$ cat config.mk
export PLATFORM = sky130hd
export DESIGN_NAME = bds_supervisor
export DESIGN_NICKNAME = d
export VERILOG_FILES = /design/src/hw/bds_pkg.sv /design/src/hw/bds_if.sv /design/src/hw/bds_cfg_mem.sv /design/src/hw/bds_timebase.sv /design/src/hw/bds_supervisor.sv
export SDC_FILE = /design/constraint.sdc
export NUM_CORES = 2
export LEC_CHECK = 0
export BUFFER_PORTS_ARGS = -buffer_cell sky130_fd_sc_hd__clkbuf_2
export CORE_ASPECT_RATIO = 0.6
export CORE_UTILIZATION = 25
export DETAILED_ROUTE_END_ITERATION = 6
export HOLD_SLACK_MARGIN = 0.02
export PLACE_DENSITY = 0.49
export SLEW_MARGIN = 20
export SYNTH_ARGS = -nofsm -noshare
export SYNTH_HDL_FRONTEND = slang
export SYNTH_SLANG_ARGS = --single-unit
$ cat constraint.sdc
create_clock -name mclk -period 12.6 [get_ports mclk]
set_clock_uncertainty 0.05 [all_clocks]
set_input_delay 3.15 -clock mclk [delete_from_list [all_inputs] [get_ports mclk]]
set_output_delay 3.15 -clock mclk [all_outputs]
set_load 0.05 [all_outputs]
$ cat src/hw/bds_pkg.sv
package bds_pkg;
	localparam int          CLK_NS      = 50;
	localparam int          MS_NS       = 1000000;
	localparam int          MS_CYCLES   = MS_NS / CLK_NS;
	localparam logic [9:0]  MS_LAST     = 10'h3E7;
	localparam logic [5:0]  SIXTY_LAST  = 6'h3B;
	localparam logic [13:0] IVL_STEP_MS = 14'h0064;
	localparam logic [13:0] IVL_5S_MS   = 14'h1388;
	localparam logic [13:0] IVL_10S_MS  = 14'h2710;
	localparam logic [3:0]  IVL_CODE_1S = 4'h9;
	localparam logic [3:0]  IVL_CODE_5S = 4'hA;
	localparam logic [15:0] MAS_PER_CAH = 16'h8CA0;

	localparam logic [7:0] A_CTRL = 8'h00;
	localparam logic [7:0] A_STAT = 8'h04;
	localparam logic [7:0] A_SECS = 8'h08;
	localparam logic [7:0] A_HMS  = 8'h0C;
	localparam logic [7:0] A_CAPL = 8'h10;
	localparam logic [7:0] A_CAPH = 8'h14;
	localparam logic [7:0] A_ENGL = 8'h18;
	localparam logic [7:0] A_ENGH = 8'h1C;
	localparam logic [2:0] A_CFG_TAG = 3'h2;
	localparam logic [3:0] SEL_ALL = 4'hF;

	localparam int CTRL_START = 0;
	localparam int CTRL_STOP  = 1;
	localparam int CTRL_ARM   = 2;
	localparam int CTRL_MODE  = 4;

	localparam logic [2:0] CFG_THR  = 3'h1;
	localparam logic [2:0] CFG_TLIM = 3'h2;
	localparam logic [2:0] CFG_CLIM = 3'h3;
	localparam logic [2:0] CFG_ACT  = 3'h4;
	localparam int ACT_TIME_LSB = 0;
	localparam int ACT_CAP_LSB  = 2;
	localparam int ACT_LOG      = 4;
	localparam int ACT_IVL_LSB  = 8;

	localparam logic RST_ARMED = 1'b1;

	typedef enum logic [1:0] {
		LIM_NONE               = 2'h0,
		LIM_SIGNAL             = 2'h1,
		LIMIT_ACTION_TERMINATE = 2'h2
	} bds_action_t;

	typedef enum logic [1:0] {
		CONSTANT_CURRENT_REGULATION    = 2'h0,
		CONSTANT_POWER_REGULATION      = 2'h1,
		CONSTANT_RESISTANCE_REGULATION = 2'h2
	} bds_regmode_t;

	typedef enum logic [3:0] {
		ST_IDLE = 4'h1,
		ST_LOAD = 4'h2,
		ST_RUN  = 4'h4,
		ST_STOP = 4'h8
	} bds_state_t;

	typedef enum logic [2:0] {
		WHY_NONE   = 3'h0,
		WHY_MANUAL = 3'h1,
		WHY_TIME   = 3'h2,
		WHY_CAP    = 3'h3,
		WHY_ALARM  = 3'h4,
		WHY_THRESH = 3'h5
	} bds_why_t;
endpackage: bds_pkg

$ cat src/hw/bds_if.sv
`timescale 1ns/1ps
interface bds_tick_if;
	logic       clr;
	logic       run;
	logic       msTick;
	logic       secTick;
	logic [3:0] hours;
	logic [5:0] minutes;
	logic [5:0] seconds;
	logic [9:0] millis;
	modport tb(input clr, run,
		output msTick, secTick, hours, minutes, seconds, millis);
	modport ctl(output clr, run,
		input msTick, secTick, hours, minutes, seconds, millis);
endinterface: bds_tick_if

interface bds_mem_if;
	logic        we;
	logic [2:0]  waddr;
	logic [2:0]  raddr;
	logic [31:0] wdata;
	logic [31:0] rdata;
	modport mem(input we, waddr, raddr, wdata, output rdata);
	modport ctl(output we, waddr, raddr, wdata, input rdata);
endinterface: bds_mem_if

$ cat src/hw/bds_cfg_mem.sv
`timescale 1ns/1ps
// Two modes of four words each; read data is registered.
module bds_cfg_mem (
	input wire logic mclk,
	input wire logic resetn,
	bds_mem_if.mem   port
);
	typedef struct packed {
		logic [7:0][31:0] words;
		logic [31:0]      rdata;
	} bds_mem_t;

	bds_mem_t r;
	bds_mem_t next_r;

	always_comb begin
		next_r = r;
		next_r.rdata = r.words[port.raddr];
		if (port.we) begin
			next_r.words[port.waddr] = port.wdata;
		end
	end

	always_ff @(posedge mclk) begin
		if (!resetn) begin
			r <= '0;
		end else begin
			r <= next_r;
		end
	end

	assign port.rdata = r.rdata;
endmodule: bds_cfg_mem

$ cat src/hw/bds_timebase.sv
`timescale 1ns/1ps
module bds_timebase import bds_pkg::*; #(
	parameter int TICK_CYCLES = MS_CYCLES
) (
	input wire logic mclk,
	input wire logic resetn,
	bds_tick_if.tb   tick
);
	typedef struct packed {
		logic [14:0] pre;
		logic [9:0]  ms;
		logic [5:0]  s;
		logic [5:0]  m;
		logic [3:0]  h;
		logic        msT;
		logic        secT;
	} bds_tb_t;

	bds_tb_t r;
	bds_tb_t next_r;

	always_comb begin
		next_r = r;
		next_r.msT = 1'b0;
		next_r.secT = 1'b0;
		if (tick.clr) begin
			next_r = '0;
		end else if (tick.run) begin
			next_r.pre = r.pre + 15'h0001;
			if (r.pre == 15'(TICK_CYCLES - 1)) begin
				next_r.pre = '0;
				next_r.msT = 1'b1;
				next_r.ms = r.ms + 10'h001;
				if (r.ms == MS_LAST) begin
					next_r.ms = '0;
					next_r.secT = 1'b1;
					next_r.s = r.s + 6'h01;
					if (r.s == SIXTY_LAST) begin
						next_r.s = '0;
						next_r.m = r.m + 6'h01;
						if (r.m == SIXTY_LAST) begin
							next_r.m = '0;
							next_r.h = r.h + 4'h1;
						end
					end
				end
			end
		end
	end

	always_ff @(posedge mclk) begin
		if (!resetn) begin
			r <= '0;
		end else begin
			r <= next_r;
		end
	end

	assign tick.msTick = r.msT;
	assign tick.secTick = r.secT;
	assign tick.hours = r.h;
	assign tick.minutes = r.m;
	assign tick.seconds = r.s;
	assign tick.millis = r.ms;
endmodule: bds_timebase

$ cat src/hw/bds_supervisor.sv
// The Wishbone interface to the registers and the register addresses were decided locally.
`timescale 1ns/1ps
module bds_supervisor import bds_pkg::*; #(
	parameter int TICK_CYCLES = MS_CYCLES
) (
	input  wire logic        mclk,
	input  wire logic        resetn,
	input  wire logic        cyc_i,
	input  wire logic        stb_i,
	input  wire logic        we_i,
	input  wire logic [7:0]  adr_i,
	input  wire logic [3:0]  sel_i,
	input  wire logic [31:0] dat_i,
	output wire logic [31:0] dat_o,
	output wire logic        ack_o,
	input  wire logic [15:0] batteryVoltage,
	input  wire logic [15:0] loadCurrent,
	input  wire logic [15:0] loadPower,
	input  wire logic [1:0]  regMode,
	input  wire logic        inputOffAlarm,
	input  wire logic        stickPresent,
	output wire logic        inputEnable,
	output wire logic        limitMessage,
	output wire logic        logActive,
	output wire logic        logFileReady,
	output wire logic        logStrobe,
	output wire logic        logHeader,
	output wire logic [15:0] logVoltage,
	output wire logic [15:0] logCurrent,
	output wire logic [15:0] logPower,
	output wire logic [39:0] logCapacity,
	output wire logic [39:0] logEnergy,
	output wire logic [25:0] logTime
);
	typedef struct packed {
		bds_state_t  st;
		logic        ack;
		logic [31:0] dat;
		logic        memWait;
		logic        armed;
		logic        mode;
		logic        runMode;
		logic [2:0]  ldIdx;
		logic [15:0] thr;
		logic [15:0] tLim;
		logic [23:0] cLim;
		logic [1:0]  tAct;
		logic [1:0]  cAct;
		logic [3:0]  ivl;
		logic [15:0] secs;
		logic [39:0] cap;
		logic [39:0] eng;
		logic        tHit;
		logic        cHit;
		logic        sigTime;
		logic        sigCap;
		bds_why_t    why;
		logic        logAct;
		logic        fileReady;
		logic [13:0] logMs;
		logic        logStb;
		logic        logHdr;
		logic [15:0] lV;
		logic [15:0] lI;
		logic [15:0] lP;
		logic [39:0] lCap;
		logic [39:0] lEng;
		logic [25:0] lTime;
		logic [1:0]  alSync;
		logic [1:0]  stSync;
	} bds_top_t;

	bds_top_t   r;
	bds_top_t   next_r;
	bds_tick_if tick();
	bds_mem_if  memBus();

	logic        req;
	logic        isCfg;
	logic        wrAck;
	logic        ctrlWr;
	logic        stopCmd;
	logic        alarm;
	logic [39:0] capLimit;
	logic        timeReached;
	logic        capReached;
	logic [31:0] rd;

	function automatic logic [13:0] ivlMs(input logic [3:0] code);
		logic [13:0] v;
		v = IVL_10S_MS;
		if (code <= IVL_CODE_1S) begin
			v = 14'(IVL_STEP_MS * ({10'h000, code} + 14'h0001));
		end else if (code == IVL_CODE_5S) begin
			v = IVL_5S_MS;
		end
		return v;
	endfunction: ivlMs

	bds_timebase #(.TICK_CYCLES(TICK_CYCLES)) uTime (
		.mclk   (mclk),
		.resetn (resetn),
		.tick   (tick.tb)
	);

	bds_cfg_mem uMem (
		.mclk   (mclk),
		.resetn (resetn),
		.port   (memBus.mem)
	);

	assign req = cyc_i && stb_i && !r.ack;
	assign isCfg = (adr_i[7:5] == A_CFG_TAG);
	// Writes take effect on the edge that completes the handshake.
	assign wrAck = cyc_i && stb_i && we_i && r.ack && (sel_i == SEL_ALL);
	assign ctrlWr = wrAck && (adr_i == A_CTRL);
	assign stopCmd = ctrlWr && dat_i[CTRL_STOP];
	assign alarm = r.alSync[1];
	assign capLimit = 40'(r.cLim) * 40'(MAS_PER_CAH);
	// A zero limit disables that limit instead of ending at once.
	assign timeReached = (r.tLim != 16'h0000) && (r.secs >= r.tLim);
	assign capReached = (r.cLim != 24'h000000) && (r.cap >= capLimit);

	// each mode owns its own four configuration words.
	assign memBus.we = wrAck && isCfg;
	assign memBus.waddr = adr_i[4:2];
	assign memBus.wdata = dat_i;
	assign memBus.raddr = (r.st == ST_LOAD) ?
		{r.runMode, r.ldIdx[1:0]} : adr_i[4:2];
	assign tick.clr = (r.st == ST_LOAD);
	assign tick.run = (r.st == ST_RUN);

	always_comb begin
		case (adr_i)
			A_CTRL: rd = {27'h0, r.mode, 4'h0};
			A_STAT: rd = {18'h0, r.stSync[1], r.runMode, r.why,
				r.sigCap, r.sigTime, r.fileReady, r.logAct,
				r.armed, r.st};
			A_SECS: rd = {16'h0, r.secs};
			A_HMS: rd = {4'h0, regMode, tick.hours, tick.minutes,
				tick.seconds, tick.millis};
			A_CAPL: rd = r.cap[31:0];
			A_CAPH: rd = {24'h0, r.cap[39:32]};
			A_ENGL: rd = r.eng[31:0];
			A_ENGH: rd = {24'h0, r.eng[39:32]};
			default: rd = 32'h00000000;
		endcase
	end

	always_comb begin
		next_r = r;
		next_r.ack = 1'b0;
		next_r.logStb = 1'b0;
		next_r.alSync = {r.alSync[0], inputOffAlarm};
		next_r.stSync = {r.stSync[0], stickPresent};
		if (!(cyc_i && stb_i)) begin
			next_r.memWait = 1'b0;
		end
		if (req) begin
			if (!isCfg || we_i) begin
				next_r.ack = 1'b1;
				next_r.dat = rd;
			end else if (r.memWait) begin
				next_r.ack = 1'b1;
				next_r.memWait = 1'b0;
				next_r.dat = memBus.rdata;
			end else if (r.st != ST_LOAD) begin
				next_r.memWait = 1'b1;
			end
		end
		if (ctrlWr) begin
			next_r.mode = dat_i[CTRL_MODE];
			if (dat_i[CTRL_ARM]) begin
				next_r.armed = 1'b1;
			end
		end
		case (r.st)
			ST_IDLE, ST_STOP: begin
				if (ctrlWr && dat_i[CTRL_START] && r.armed) begin
					next_r.st = ST_LOAD;
					next_r.runMode = dat_i[CTRL_MODE];
					next_r.ldIdx = '0;
					next_r.secs = '0;
					next_r.cap = '0;
					next_r.eng = '0;
					next_r.tHit = 1'b0;
					next_r.cHit = 1'b0;
					next_r.sigTime = 1'b0;
					next_r.sigCap = 1'b0;
					next_r.why = WHY_NONE;
					next_r.fileReady = 1'b0;
					next_r.logMs = '0;
				end
			end
			ST_LOAD: begin
				next_r.ldIdx = r.ldIdx + 3'h1;
				case (r.ldIdx)
					CFG_THR: next_r.thr = memBus.rdata[15:0];
					CFG_TLIM: next_r.tLim = memBus.rdata[15:0];
					CFG_CLIM: next_r.cLim = memBus.rdata[23:0];
					CFG_ACT: begin
						next_r.tAct = memBus.rdata[ACT_TIME_LSB +: 2];
						next_r.cAct = memBus.rdata[ACT_CAP_LSB +: 2];
						next_r.ivl = memBus.rdata[ACT_IVL_LSB +: 4];
						next_r.st = ST_RUN;
						if (memBus.rdata[ACT_LOG] && r.stSync[1]) begin
							next_r.logAct = 1'b1;
							next_r.logStb = 1'b1;
							next_r.logHdr = 1'b1;
							next_r.lV = r.thr;
							next_r.lI = r.tLim;
							next_r.lP = {15'h0, r.runMode};
							next_r.lCap = 40'(r.cLim);
							next_r.lEng = '0;
							next_r.lTime = '0;
						end
					end
					default: next_r.ldIdx = r.ldIdx + 3'h1;
				endcase
				if (stopCmd) begin
					next_r.st = ST_STOP;
					next_r.why = WHY_MANUAL;
					next_r.logAct = 1'b0;
				end
			end
			ST_RUN: begin
				if (tick.secTick) begin
					next_r.secs = r.secs + 16'h0001;
					next_r.cap = r.cap + 40'(loadCurrent);
					next_r.eng = r.eng + 40'(loadPower);
				end
				if (r.logAct && tick.msTick) begin
					next_r.logMs = r.logMs + 14'h0001;
					if (r.logMs + 14'h0001 >= ivlMs(r.ivl)) begin
						next_r.logMs = '0;
						next_r.logStb = 1'b1;
						next_r.logHdr = 1'b0;
						next_r.lV = batteryVoltage;
						next_r.lI = loadCurrent;
						next_r.lP = loadPower;
						next_r.lCap = r.cap;
						next_r.lEng = r.eng;
						next_r.lTime = {tick.hours, tick.minutes,
							tick.seconds, tick.millis};
					end
				end
				if (timeReached && !r.tHit) begin
					next_r.tHit = 1'b1;
					next_r.sigTime = (r.tAct == LIM_SIGNAL);
				end
				if (capReached && !r.cHit) begin
					next_r.cHit = 1'b1;
					next_r.sigCap = (r.cAct == LIM_SIGNAL);
				end
				// Priority: operator, alarm, threshold, time, capacity.
				if (stopCmd) begin
					next_r.why = WHY_MANUAL;
				end else if (alarm) begin
					next_r.why = WHY_ALARM;
				end else if (batteryVoltage <= r.thr) begin
					next_r.why = WHY_THRESH;
				end else if (timeReached &&
					r.tAct == LIMIT_ACTION_TERMINATE) begin
					next_r.why = WHY_TIME;
				end else if (capReached &&
					r.cAct == LIMIT_ACTION_TERMINATE) begin
					next_r.why = WHY_CAP;
				end
				if (next_r.why != WHY_NONE) begin
					next_r.st = ST_STOP;
					next_r.logAct = 1'b0;
					next_r.fileReady = r.logAct;
					// An automatic stop demands a fresh arm before restart.
					next_r.armed = stopCmd;
				end
			end
			default: next_r.st = ST_IDLE;
		endcase
	end

	always_ff @(posedge mclk) begin
		if (!resetn) begin
			r <= '0;
			r.st <= ST_IDLE;
			r.why <= WHY_NONE;
			r.armed <= RST_ARMED;
		end else begin
			r <= next_r;
		end
	end

	assign dat_o = r.dat;
	assign ack_o = r.ack;
	assign inputEnable = (r.st == ST_RUN);
	assign limitMessage = r.sigTime || r.sigCap;
	assign logActive = r.logAct;
	assign logFileReady = r.fileReady;
	assign logStrobe = r.logStb;
	assign logHeader = r.logHdr;
	assign logVoltage = r.lV;
	assign logCurrent = r.lI;
	assign logPower = r.lP;
	assign logCapacity = r.lCap;
	assign logEnergy = r.lEng;
	assign logTime = r.lTime;
endmodule: bds_supervisor

==> out/qor.txt <==
CP Launch Type - register
Worst rel slew slack - 19.2%
Largest net degree at the start of global routing - 187
Yosys cell types - 88
Nets@finish - 5156
CP Class - register to register
Slew Limit Fails - 0
Worst reg2reg startpoint - r[299]
Clk buf depth - 3
Tcrit/Tclk final - 63.6%
CP max stage delay - 0.55 ns
Vias - 34700
CP max stage cell - dfxtp_1
Cell mode on critical path - ha_1
Post-Syn Area - 39500 um^2
Area of the die - 160000 um^2
Post-synth EDFFs - 0
Iteration-0 DRC Markers - 4043
Finished Core Util - 28.3%
Total power - 4.94 mW
# setup viols final - 0
Horiz. Die Dim - 515 um
Reg2reg end - logFileReady
Stages on worst setup path - 25
Final hold slack - 0.402 ns
FF+latch count, synth - 718
Placed insts - 6734
I/O Pins - 294
Final non-filler cell total - 6876
Worst EP required - 13.13 ns
Post-CTS setup buffers - 0
DRC Markers - 0
Top_reg_cell synth - dfxtp_1
Post-DP HPWL - 112000 um
Design area - 44200 um^2
Clock slew at the register clock pins of the worst setup and hold paths - 0.08 ns
PD cells - 112 nW/um^2
FF-to-FF path depth - 25
Avg Synthesized Cell Area - 8.28 um^2
Leakage - 16.7 nW
Max cap viols - 0
Number of routed nets with antenna violations - 0
Total gr overflow - 0
Final GP Congestion - 0.899
Core footprint - 156000 um^2
Hold Buf Count CTS - 0
# resized after CTS - 0
Synth-to-Final Area Change - 11.9%
Max FO, Critical Path - 8
Syn Inst Count - 4767
Hold path depth - 2
Root Buffer - clkbuf_16
Cell row count - 112
Main area contributors after synthesis - dfxtp_1 (36%), ha_1 (9.2%), nand2_1 (9.2%)
Worst slack at placement - 4.71 ns
Ratio of cells with drive above 1 in the final layout - 12.8%
RSZ-0062 raised after global routing - false
Setup TNS Final - 0 ns
Crit end category - register
Worst Tran Pin Value - 1.21 ns
PnR worst setup slack - 4.59 ns
Final WL - 155000 um
Number of H-tree levels - 3
Clock latency on the worst-skew pair - 0.69 ns
Initial Utilization - 25.3%
Synth top area share - 36.4%
FFs w/ async S/R, synth - 0%
Worst hold-check path type - register to register
Die Span Y - 310 um
CTS tree - done
Worst hold endpoint - uMem.r[46]
Cell taking the most area after synthesis - dfxtp_1
Max Freq - 0.125 GHz
Sequential cell area fraction in the yosys report - 36.4%
Final min period - 8.01 ns
Initial antenna violation count - 17
CTS sink cnt - 718
Flop2flop setup slack - 4.59 ns
Drt first pass iters - 6
Total track usage - 18.8%
Port-buffer cells - 293
VDD IR max - 0.103 mV
Syn_nets - 5219
Crit path buf inv count - 3
Hold wc startpoint - uMem.r[46]
Hold Vio Cnt, Final - 0
CTS Buf Count - 76
Syn. warnings - 0
Arrival time at the worst endpoint - 8.54 ns
WL/cell - 22.5 um
First-pass GRT wire length - 222000 um
Top cell family by delay on the critical path - compound AO/OA/AOI/OAI gates
Placed cell areas - 41500 um^2
Status - finished clean
Vias/cell - 5.05
Vias in the first global route - 31200
power breakdown:
group          leakage, nW  internal, mW  switching, mW  total [mW]
combinational         9.61        0.0492          0.159       0.208
clock                 1.28          1.40           1.05        2.45
sequential            5.79          2.28        0.00827        2.28
total                 16.7          3.73           1.21        4.94
worst register-to-register path, cell delays in order (launching register included):
cell       delay (ns)
dfxtp_1          0.55
inv_1            0.09
ha_1             0.30
ha_1             0.30
fa_1             0.51
fa_1             0.54
inv_1            0.05
fa_1             0.53
inv_1            0.05
ha_1             0.37
a21oi_1          0.29
o21ai_0          0.22
a2111oi_0        0.45
a21oi_1          0.20
o41a_1           0.49
o41a_1           0.42
a311oi_2         0.31
xor2_1           0.11
ha_1             0.30
nand4_1          0.12
or3_1            0.41
o221ai_1         0.32
and4b_1          0.28
nor2_1           0.10
a21oi_1          0.20
mux2_2           0.36
cell type report:
class / instances / area, um^2
Fill cell: 16800 / 112000
Multi-Input combinational cell: 3340 / 21800
Sequential cell: 718 / 14400
Tap cell: 2109 / 2640
Clock buffer: 104 / 2170
Timing Repair Buffer: 346 / 1890
Inverter: 222 / 841
Clock inverter: 33 / 455
Antenna cell: 4 / 10.0
layer usage:
layer  GRT usage (%)  vias to the layer above  share of wire [%]
met4            4.69                        4                2.3
met5               0                        -              0.017
li1                -                    16200                  -
met2            24.3                     1481                 38
met3            5.27                      162                 10
met1            29.5                    16900                 50
cell usage after synthesis (9+ instances only):
cell type    n
or4_1       12
nor3_1      27
nand2_1    968
nor4b_1     10
mux2_2      13
mux2i_1     18
clkbuf_1   241
dfxtp_1    718
buf_1        9
nand3_1    211
or3_1       35
a21o_1      38
nor4_1      15
nor2_1     201
nand2b_1    10
xnor2_1     70
nor2b_1     15
buf_4      193
o211ai_1     9
clkbuf_2    29
a31oi_1     17
a221oi_1    21
o31ai_1     17
mux4_2      63
a22oi_1     97
a21oi_1    677
inv_1      222
and2_1      13
nand4_1     48
o21a_1      15
and3_1      36
ha_1       291
and4_1      10
xor2_1      54
o21ai_0    105
a211oi_1    20
a222oi_1    12
fa_1        60
state kept, by name, indices dropped and copies added (netlist names), 2 cells and up:
signal	cells
uTime.tick.hours	4
uMem.r	256
dat_o	32
uTime.tick.seconds	6
logVoltage	16
logCurrent	16
next_r	2
logPower	16
uMem.port.rdata	32
uTime.tick.millis	10
r	193
logEnergy	40
uTime.r	15
uTime.tick.minutes	6
logCapacity	40
logTime	26
worst max-delay path by stage:
stage / start / end / slack, ns
2_1_floorplan: r[299] / logFileReady / 5.59
3_3_place_gp: r[294] / logFileReady / 4.79
3_5_place_dp: r[299] / logFileReady / 4.71
4_1_cts: r[299] / logFileReady / 4.67
5_1_grt: r[299] / logFileReady / 4.21
6_report: r[299] / logFileReady / 4.59
cells in the final DEF (no fill, tap or decap), types with 10 or more instances in the layout:
master and count:
a211oi_1 20, a21o_1 38, a21oi_1 676, a221oi_1 21, a222oi_1 12, a22oi_1 97
a31oi_1 17, and2_1 12, and3_1 35, and4_1 10, buf_4 48, clkbuf_1 14
clkbuf_16 78, clkbuf_2 293, clkbuf_8 12, clkinv_2 11, dfxtp_1 718, fa_1 60
ha_1 291, inv_1 221, mux2_2 13, mux2i_1 17, mux4_2 63, nand2_1 958
nand2b_1 10, nand3_1 208, nand4_1 48, nor2_1 192, nor2b_1 15, nor3_1 23
nor4_1 15, nor4b_1 10, o21a_1 15, o21ai_0 105, o31ai_1 17, or3_1 35
or4_1 12, xnor2_1 70, xor2_1 54
cell families (layout without fill, tap and decap cells):
| logic type | after synthesis | after routing | share of synthesized area, % |
|---|---|---|---|
| compound gates | 1116 | 1116 | 16.7 |
| simple gates | 1652 | 1652 | 18.4 |
| fa+ha+maj | 351 | 351 | 12.3 |
| buf+inv | 709 | 705 | 8.83 |
| mux | 97 | 97 | 4.56 |
| other cells | 0 | 4 | 0 |
| xor+xnor | 124 | 124 | 2.75 |
| flops | 718 | 718 | 36.4 |
(Power assumes the default switching activity.)
